File: src/rsc_pkg.sv
// Constants, types and helpers shared by the reset source controller
package rsc_pkg;

  // ---------------------------------------------------------------
  // Timing
  // ---------------------------------------------------------------
  localparam int CLK_PERIOD_NS = 20;
  localparam int RESET_HOLD_NS = 100;
  localparam int HOLD_CNT_W    = 4;
  localparam logic [HOLD_CNT_W-1:0] HOLD_CYCLES =
    HOLD_CNT_W'((RESET_HOLD_NS + CLK_PERIOD_NS - 1) / CLK_PERIOD_NS);
  localparam int MCD_TIMEOUT_US = 100;
  localparam int MCD_CYCLES     = (MCD_TIMEOUT_US * 1000) / CLK_PERIOD_NS;
  localparam int MCD_CNT_W      = 16;

  // ---------------------------------------------------------------
  // Register map and fields
  // ---------------------------------------------------------------
  localparam logic [7:0] MON_CTRL_ADDR  = 8'hFF;
  localparam logic [7:0] CAUSE_ADDR     = 8'hEF;
  localparam int MON_EN_BIT      = 7;
  localparam int SUPPLY_STAT_BIT = 6;
  localparam int PIN_FLAG_BIT    = 0;
  localparam int POWER_FLAG_BIT  = 1;
  localparam int CLK_LOSS_BIT    = 2;
  localparam int WDT_FLAG_BIT    = 3;
  localparam int SOFT_BIT        = 4;
  localparam int COMP_BIT        = 5;
  localparam int FLASH_BIT       = 6;
  localparam logic MON_EN_RST     = 1'b1;
  localparam logic SUPPLY_SRC_RST = 1'b1;
  localparam logic [15:0] USER_CODE_TOP = 16'h3DFF;

  // ---------------------------------------------------------------
  // Types
  // ---------------------------------------------------------------
  typedef enum logic [0:0] {
    ST_RUN  = 1'b0,
    ST_HOLD = 1'b1
  } rsc_state_t;

  typedef enum logic [2:0] {
    CAUSE_POWER = 3'h0,
    CAUSE_PIN   = 3'h1,
    CAUSE_CLK   = 3'h2,
    CAUSE_WDT   = 3'h3,
    CAUSE_SOFT  = 3'h4,
    CAUSE_COMP  = 3'h5,
    CAUSE_FLASH = 3'h6
  } rsc_cause_t;

  typedef struct packed {
    logic [7:0] addr;
    logic       wr;
    logic       rd;
    logic [7:0] wdata;
  } rsc_sfr_req_t;

  typedef struct packed {
    logic        wrStrobe;
    logic        wrEnable;
    logic [15:0] wrAddr;
    logic        rdStrobe;
    logic [15:0] rdAddr;
    logic        fetchStrobe;
    logic [15:0] fetchAddr;
    logic        secViolation;
  } rsc_flash_req_t;

  // ---------------------------------------------------------------
  // Helpers
  // ---------------------------------------------------------------
  function automatic logic aboveUser(input logic [15:0] addr);
    return addr > USER_CODE_TOP;
  endfunction

  function automatic logic [6:0] causeFlags(input rsc_cause_t cause);
    logic [6:0] f;
    f = 7'h00;
    unique case (cause)
      CAUSE_POWER: f[POWER_FLAG_BIT] = 1'b1;
      CAUSE_PIN:   f[PIN_FLAG_BIT]   = 1'b1;
      CAUSE_CLK:   f[CLK_LOSS_BIT]   = 1'b1;
      CAUSE_WDT:   f[WDT_FLAG_BIT]   = 1'b1;
      CAUSE_SOFT:  f[SOFT_BIT]       = 1'b1;
      CAUSE_COMP:  f[COMP_BIT]       = 1'b1;
      CAUSE_FLASH: f[FLASH_BIT]      = 1'b1;
      default:     f = 7'h00;
    endcase
    return f;
  endfunction

endpackage

File: src/rsc_clock_loss.sv
// Clock loss one-shot: times out when the monitored clock heartbeat stops
`timescale 1ns/100ps
module rsc_clock_loss #(
  parameter int LIMIT = rsc_pkg::MCD_CYCLES
) (
  input  wire logic clk,
  input  wire logic resetn,
  input  wire logic enable,
  input  wire logic heartbeat,
  output logic      timeout
);
  import rsc_pkg::*;

  logic [MCD_CNT_W-1:0] cnt_r;
  logic [MCD_CNT_W-1:0] cnt_nxt;
  logic                 beat_r;
  logic                 timeout_r;
  logic                 timeout_nxt;

  // Each heartbeat edge retriggers the one-shot
  always_comb begin
    cnt_nxt     = cnt_r;
    timeout_nxt = 1'b0;
    if (!enable || (heartbeat != beat_r)) begin
      cnt_nxt = '0;
    end else if (cnt_r == MCD_CNT_W'(LIMIT - 1)) begin
      cnt_nxt     = '0;
      timeout_nxt = 1'b1;
    end else begin
      cnt_nxt = cnt_r + MCD_CNT_W'(1);
    end
  end

  always_ff @(posedge clk or negedge resetn) begin
    if (!resetn) begin
      cnt_r     <= '0;
      beat_r    <= 1'b0;
      timeout_r <= 1'b0;
    end else begin
      cnt_r     <= cnt_nxt;
      beat_r    <= heartbeat;
      timeout_r <= timeout_nxt;
    end
  end

  assign timeout = timeout_r;
endmodule

File: src/rsc_controller.sv
// Reset source controller: cause capture, reset hold and register access
`timescale 1ns/100ps
module rsc_controller #(
  parameter int MCD_LIMIT = rsc_pkg::MCD_CYCLES
) (
  input  wire logic              clk,
  input  wire logic              resetn,
  input  rsc_pkg::rsc_sfr_req_t  sfrReq,
  output logic [7:0]             sfrRdata,
  input  wire logic              rstPinIn,
  output logic                   rstPinOut,
  output logic                   rstPinOe,
  input  wire logic              vddAbove,
  input  wire logic              compOut,
  input  wire logic              wdtOverflow,
  input  wire logic              clkHeartbeat,
  input  rsc_pkg::rsc_flash_req_t flashReq,
  output logic                   sysResetn
);
  import rsc_pkg::*;

  // ---------------------------------------------------------------
  // State
  // ---------------------------------------------------------------
  rsc_state_t             state_r;
  rsc_state_t             state_nxt;
  rsc_cause_t             cause_r;
  rsc_cause_t             cause_nxt;
  logic [6:0]             flags_r;
  logic [6:0]             flags_nxt;
  logic [HOLD_CNT_W-1:0]  holdCnt_r;
  logic [HOLD_CNT_W-1:0]  holdCnt_nxt;
  logic                   monEn_r;
  logic                   monEn_nxt;
  logic                   supSrc_r;
  logic                   supSrc_nxt;
  logic                   clkEn_r;
  logic                   clkEn_nxt;
  logic                   compSrc_r;
  logic                   compSrc_nxt;
  logic [7:0]             rdata_r;
  logic [7:0]             rdata_nxt;
  logic                   pinOe_r;
  logic                   pinOe_nxt;
  logic                   sysRst_r;
  logic                   sysRst_nxt;

  logic       supplyTrip;
  logic       pinTrip;
  logic       compTrip;
  logic       softTrip;
  logic       lossPulse;
  logic       flashFault;
  logic       anyTrip;
  logic       causeLive;
  rsc_cause_t tripCause;
  logic       monWrite;
  logic       causeWrite;

  // ---------------------------------------------------------------
  // Cause detectors
  // ---------------------------------------------------------------
  rsc_clock_loss #(
    .LIMIT (MCD_LIMIT)
  ) i_rsc_clock_loss (
    .clk       (clk),
    .resetn    (resetn),
    .enable    (clkEn_r && (state_r == ST_RUN)),
    .heartbeat (clkHeartbeat),
    .timeout   (lossPulse)
  );

  rsc_flash_guard i_rsc_flash_guard (
    .clk    (clk),
    .resetn (resetn),
    .req    (flashReq),
    .fault  (flashFault)
  );

  // Full 8-bit address decode: each register answers at its one address only
  assign monWrite   = sfrReq.wr && (sfrReq.addr == MON_CTRL_ADDR);
  assign causeWrite = sfrReq.wr && (sfrReq.addr == CAUSE_ADDR);

  assign supplyTrip = monEn_r && supSrc_r && !vddAbove;
  // Own pin drive must not read back as an external reset
  assign pinTrip    = !rstPinIn && !pinOe_r;
  assign compTrip   = compSrc_r && !compOut;
  assign softTrip   = causeWrite && sfrReq.wdata[SOFT_BIT];

  // ---------------------------------------------------------------
  // Trip priority
  // ---------------------------------------------------------------
  always_comb begin
    anyTrip   = 1'b1;
    tripCause = CAUSE_POWER;
    if (supplyTrip) begin
      tripCause = CAUSE_POWER;
    end else if (pinTrip) begin
      tripCause = CAUSE_PIN;
    end else if (lossPulse) begin
      tripCause = CAUSE_CLK;
    end else if (compTrip) begin
      tripCause = CAUSE_COMP;
    end else if (wdtOverflow) begin
      tripCause = CAUSE_WDT;
    end else if (flashFault) begin
      tripCause = CAUSE_FLASH;
    end else if (softTrip) begin
      tripCause = CAUSE_SOFT;
    end else begin
      anyTrip = 1'b0;
    end
  end

  // Conditions that keep the device in reset past the minimum hold
  always_comb begin
    unique case (cause_r)
      CAUSE_POWER: causeLive = monEn_r && !vddAbove;
      CAUSE_PIN:   causeLive = !rstPinIn;
      CAUSE_COMP:  causeLive = !compOut;
      default:     causeLive = 1'b0;
    endcase
  end

  // ---------------------------------------------------------------
  // Sequencer and registers
  // ---------------------------------------------------------------
  always_comb begin
    state_nxt   = state_r;
    cause_nxt   = cause_r;
    flags_nxt   = flags_r;
    holdCnt_nxt = holdCnt_r;
    monEn_nxt   = monEn_r;
    supSrc_nxt  = supSrc_r;
    clkEn_nxt   = clkEn_r;
    compSrc_nxt = compSrc_r;
    rdata_nxt   = rdata_r;
    if (sfrReq.rd) begin
      unique case (sfrReq.addr)
        MON_CTRL_ADDR: rdata_nxt = {monEn_r, vddAbove, 6'h00};
        CAUSE_ADDR:    rdata_nxt = {1'b0, flags_r};
        default:       rdata_nxt = 8'h00;
      endcase
    end
    unique case (state_r)
      ST_RUN: begin
        if (anyTrip) begin
          state_nxt   = ST_HOLD;
          cause_nxt   = tripCause;
          flags_nxt   = causeFlags(tripCause);
          holdCnt_nxt = HOLD_CYCLES;
        end else begin
          if (monWrite) begin
            monEn_nxt = sfrReq.wdata[MON_EN_BIT];
          end
          if (causeWrite) begin
            supSrc_nxt  = sfrReq.wdata[POWER_FLAG_BIT];
            clkEn_nxt   = sfrReq.wdata[CLK_LOSS_BIT];
            compSrc_nxt = sfrReq.wdata[COMP_BIT];
          end
        end
      end
      ST_HOLD: begin
        if (holdCnt_r != '0) begin
          holdCnt_nxt = holdCnt_r - HOLD_CNT_W'(1);
        end else if (!causeLive) begin
          state_nxt   = ST_RUN;
          clkEn_nxt   = 1'b0;
          compSrc_nxt = 1'b0;
        end
      end
    endcase
    pinOe_nxt  = (state_nxt == ST_HOLD) && (cause_nxt == CAUSE_POWER);
    sysRst_nxt = (state_nxt == ST_RUN);
  end

  // Power-on: held in reset, supply monitor enabled and selected
  always_ff @(posedge clk or negedge resetn) begin
    if (!resetn) begin
      state_r   <= ST_HOLD;
      cause_r   <= CAUSE_POWER;
      flags_r   <= 7'h02;
      holdCnt_r <= HOLD_CYCLES;
      monEn_r   <= MON_EN_RST;
      supSrc_r  <= SUPPLY_SRC_RST;
      clkEn_r   <= 1'b0;
      compSrc_r <= 1'b0;
      rdata_r   <= 8'h00;
      pinOe_r   <= 1'b1;
      sysRst_r  <= 1'b0;
    end else begin
      state_r   <= state_nxt;
      cause_r   <= cause_nxt;
      flags_r   <= flags_nxt;
      holdCnt_r <= holdCnt_nxt;
      monEn_r   <= monEn_nxt;
      supSrc_r  <= supSrc_nxt;
      clkEn_r   <= clkEn_nxt;
      compSrc_r <= compSrc_nxt;
      rdata_r   <= rdata_nxt;
      pinOe_r   <= pinOe_nxt;
      sysRst_r  <= sysRst_nxt;
    end
  end

  assign sfrRdata  = rdata_r;
  assign rstPinOut = 1'b0;
  assign rstPinOe  = pinOe_r;
  assign sysResetn = sysRst_r;
endmodule

File: src/rsc_flash_guard.sv
// Flash access guard: flags illegal or forbidden flash accesses
`timescale 1ns/100ps
module rsc_flash_guard (
  input  wire logic           clk,
  input  wire logic           resetn,
  input  rsc_pkg::rsc_flash_req_t req,
  output logic                fault
);
  import rsc_pkg::*;

  logic fault_r;
  logic fault_nxt;

  always_comb begin
    fault_nxt = (req.wrStrobe && req.wrEnable && aboveUser(req.wrAddr))
             || (req.rdStrobe && aboveUser(req.rdAddr))
             || (req.fetchStrobe && aboveUser(req.fetchAddr))
             || req.secViolation;
  end

  always_ff @(posedge clk or negedge resetn) begin
    if (!resetn) begin
      fault_r <= 1'b0;
    end else begin
      fault_r <= fault_nxt;
    end
  end

  assign fault = fault_r;
endmodule

File: config.mk
export PLATFORM = sky130hd
export DESIGN_NAME = rsc_controller
export DESIGN_NICKNAME = d
export VERILOG_FILES = /design/src/rsc_pkg.sv /design/src/rsc_clock_loss.sv /design/src/rsc_controller.sv /design/src/rsc_flash_guard.sv
export SDC_FILE = /design/constraint.sdc
export NUM_CORES = 1
export LEC_CHECK = 0
export BUFFER_PORTS_ARGS = -buffer_cell sky130_fd_sc_hd__clkbuf_2
export CAP_MARGIN = 5
export CORE_ASPECT_RATIO = 0.8
export CORE_UTILIZATION = 45
export DETAILED_ROUTE_END_ITERATION = 8
export PLACE_DENSITY = 0.76
export REMOVE_ABC_BUFFERS = 1
export SLEW_MARGIN = 0
export SYNTH_ARGS = -nofsm -noshare
export SYNTH_HDL_FRONTEND = slang
export SYNTH_SLANG_ARGS = --single-unit
File: constraint.sdc
create_clock -name clk -period 1.85 [get_ports clk]
set_input_delay 0.185 -clock clk [delete_from_list [all_inputs] [get_ports clk]]
set_output_delay 0.185 -clock clk [all_outputs]
set_load 0.01 [all_outputs]
==> flow_metrics.env <==
export IMPL_cp_required_ns=2.08
export IMPL_num_vias=2161
export IMPL_cts_sinks=48
export IMPL_end_kind="register"
export IMPL_io_buffers=57
export IMPL_fillers=405
export IMPL_place_hpwl_mm=4.45
export IMPL_num_rows=23
export IMPL_cts_tree="yes"
export IMPL_drv_cap=0
export IMPL_grt_pass1_wl_mm=9.21
export IMPL_power_density_nw_per_um2=932
export IMPL_cp_start_kind="register"
export IMPL_finalMaxSlewViolations=0
export IMPL_diodes=0
export IMPL_yosys_register_bits=48
export IMPL_final_min_clock_period_ns=1.77
export IMPL_synth_most_common_cell="dfrtp_1"
export IMPL_status="finished, final reports clean"
export IMPL_grt_total_usage=0.208
export IMPL_fmax_ghz=0.563
export IMPL_drc=0
export IMPL_p_int_mw=2.07
export IMPL_antenna_found_initial=0
export IMPL_syn_to_final_growth_pct=26.6
export IMPL_fin_nets=402
export IMPL_relSlewSlack=0.600
export IMPL_h_tree_depth=2
export IMPL_worst_pin_slew_ns=0.601
export IMPL_finalHoldViolations=0
export IMPL_synth_edff_count=0
export IMPL_switching_share=0.296
export IMPL_grt_max_degree=49
export IMPL_netlist_area_um2=2490
export IMPL_cts_buffers=5
export IMPL_ir_worst_vdd_mv=0.532
export IMPL_coreArea_um2=5150
export IMPL_fin_crit_sh=0.959
export IMPL_synth_yosys_warnings=0
export IMPL_die_area_um2=5830
export IMPL_routed_wl_mm=5.84
export IMPL_critPathKind="reg -> reg"
export IMPL_cts_root_buf="clkbuf_8"
export IMPL_tns_ns=0
export IMPL_synth_area_leaders="dfrtp_1 41%, dfstp_2 7.4%, nor2_1 3.3%"
export IMPL_die_y_um=68.5
export IMPL_fin_worst_skew_ns=0.00757
export IMPL_ys_seq_area_frac=0.486
export IMPL_switchingPower_uw=868
export IMPL_path_clk_slew_ns=0.09
export IMPL_setup_violations=0
export IMPL_clk_latency_ns=0.30
export IMPL_synth_largest_area_cell="dfrtp_1"
export IMPL_final_layout_size_suffix_gt1_frac=0.347
export IMPL_r2r_setup_slack_ns=0.08
export IMPL_yosys_top_cells_count="41 x dfrtp_1, 22 x nor2_1, 17 x inv_1, 11 x nand4_1, 10 x nand3_1"
export IMPL_grt_pass1_vias=1986
export IMPL_async_reset_ff_frac=1.00
export IMPL_grt_setup_unrepaired="no"
export IMPL_cp_max_fo=5
export IMPL_drtIter0Drc=161
export IMPL_synthCells=242
export IMPL_synth_area_per_cell_um2=10.3
export IMPL_firstDrtPassIters=4
export IMPL_yosysTopAreaCellShare=0.412
export IMPL_die_width_um=85.1
export IMPL_power_leakage_nw=1.44
export IMPL_initial_utilization=0.483
export IMPL_io_pins=89
export IMPL_place_congestion=0.833
export IMPL_yosys_most_used_dff="dfrtp_1"
export IMPL_hold_path_class="in -> reg"
export IMPL_wl_per_cell_um=15.2
export IMPL_comb_power_share=0.264
export IMPL_fin_util=0.611
export IMPL_cts_setup_buffers=0
export IMPL_vias_per_cell=5.61
export IMPL_ant_nets=0
export IMPL_synth_cell_types=54
export IMPL_pwr_share_clk=0.278
export IMPL_seqPwrFrac=0.458
export IMPL_crit_arrival_ns=2.00
export IMPL_overflow=0
export IMPL_clockBufferDepth=2
## final timing paths
| path | from | to | cells past startpoint |
|---|---|---|---|
| worst max-delay path | i_rsc_clock_loss.timeout$_DFF_PN0_ | rstPinOe$_DFF_PN1_ | 5 |
| worst min-delay path | clkHeartbeat | i_rsc_clock_loss.beat_r$_DFF_PN0_ | 1 |
| worst max register to register | i_rsc_clock_loss.timeout$_DFF_PN0_ | rstPinOe$_DFF_PN1_ | 5 |
| worst min register to register | flags_r[1]$_DFFE_PN1P_ | flags_r[1]$_DFFE_PN1P_ | 2 |
| max in group asynchronous | resetn | holdCnt_r[1]$_DFFE_PN0P_ | 3 |
| min in group asynchronous | resetn | sfrRdata[3]$_DFFE_PN0P_ | 3 |
## power by group through the flow
stage                     sequential, mW  clock, mW  combinational (mW)
after global placement              1.35          0               0.723
after floorplan                     1.35          0               0.458
after detailed placement            1.36          0               0.753
after global routing                1.37      0.887               0.863
final                               1.34      0.816               0.774
after CTS                           1.34      0.830               0.769
## stage by stage
| stage | area (µm²) | hold WS [ns] | cells | setup WS (ns) | power, mW |
|---|---|---|---|---|---|
| after floorplan | 2460 | -0.111 | 235 | 0.150 | 1.80 |
| after global placement | 2980 | 0.314 | 376 | -0.000377 | 2.07 |
| after detailed placement | 2980 | 0.312 | 376 | -0.0367 | 2.12 |
| after CTS | 3130 | 0.0169 | 385 | 0.000386 | 2.94 |
| after global routing | 3150 | 0.0100 | 385 | 0.0127 | 3.12 |
| final | 3150 | 0.0229 | 385 | 0.0750 | 2.93 |
## placed cells by master (no fill, tap or decap), types with 3 or more instances in the layout
master,n
and3_1,6
o2bb2ai_1,3
nand3_1,10
dfrtp_1,41
xnor2_1,5
nor2_1,22
nor3b_1,3
clkbuf_2,57
nor2b_1,4
mux2i_1,3
a311o_1,3
and4_1,5
dfstp_2,7
nand4_1,11
buf_4,22
or4_1,3
nor3_1,6
clkbuf_8,7
inv_1,17
xor2_1,9
nor4_1,3
nand2_1,8
a22o_1,7
a21oi_1,5
o21ai_0,5
## routing by layer
metal | global-route usage | share of wire | vias up
met2 | 0.328 | 0.47 | 57
met4 | 0.0763 | 0.012 | 0
li1 | - | - | 1055
met1 | 0.289 | 0.48 | 1045
met3 | 0.0393 | 0.038 | 4
met5 | 0 | 0 | -
## state kept, by name, summed over array words and instances (netlist names)
name and count:
i_rsc_clock_loss.beat_r 1, supSrc_r 1, cause_r 3, sfrRdata 8, rstPinOe 1, compSrc_r 1, flags_r 7, sysResetn 1
state_r 1, i_rsc_clock_loss.cnt_r 16, i_rsc_clock_loss.timeout 1, i_rsc_flash_guard.fault 1, monEn_r 1, clkEn_r 1, holdCnt_r 4
## cell families (layout without fill, tap and decap cells)
kind of cell,Yosys count,in the layout,share of synthesized area
and+or+nand+nor,100,100,0.235
DFF,48,48,0.486
AOI/OAI and AO/OA,46,46,0.146
buffers and inverters,24,105,0.0382
xor gates and xnor gates,14,14,0.0493
muxes,7,7,0.0332
adders and majority gates,2,2,0.0101
other,1,1,0.00151
## cell type report
cell class | instances | area [µm²] | share of cell area
multi-input cells | 170 | 1210 | 0.385
flip-flops and latches | 48 | 1210 | 0.384
repair buffers | 80 | 460 | 0.146
clock buffers | 7 | 96.3 | 0.0306
well taps | 62 | 77.6 | 0.0246
inverters | 17 | 63.8 | 0.0203
clock inverters | 1 | 30.0 | 0.00954
## repair_timing
action,4_1_cts,5_1_grt
setup endpoints to repair,1,5
resized for setup,1,4
gates cloned,0,0
endpoints found under the hold margin,35,0
pin swaps,0,0
hold buffers,1,0
## critical path, stage by stage, from the launching register on
cell	delay, ns
dfrtp_1	0.39
buf_4	0.16
or4_1	0.50
buf_4	0.19
o31a_1	0.30
o22ai_1	0.17
No activity file was read; power rests on OpenSTA's default activity.
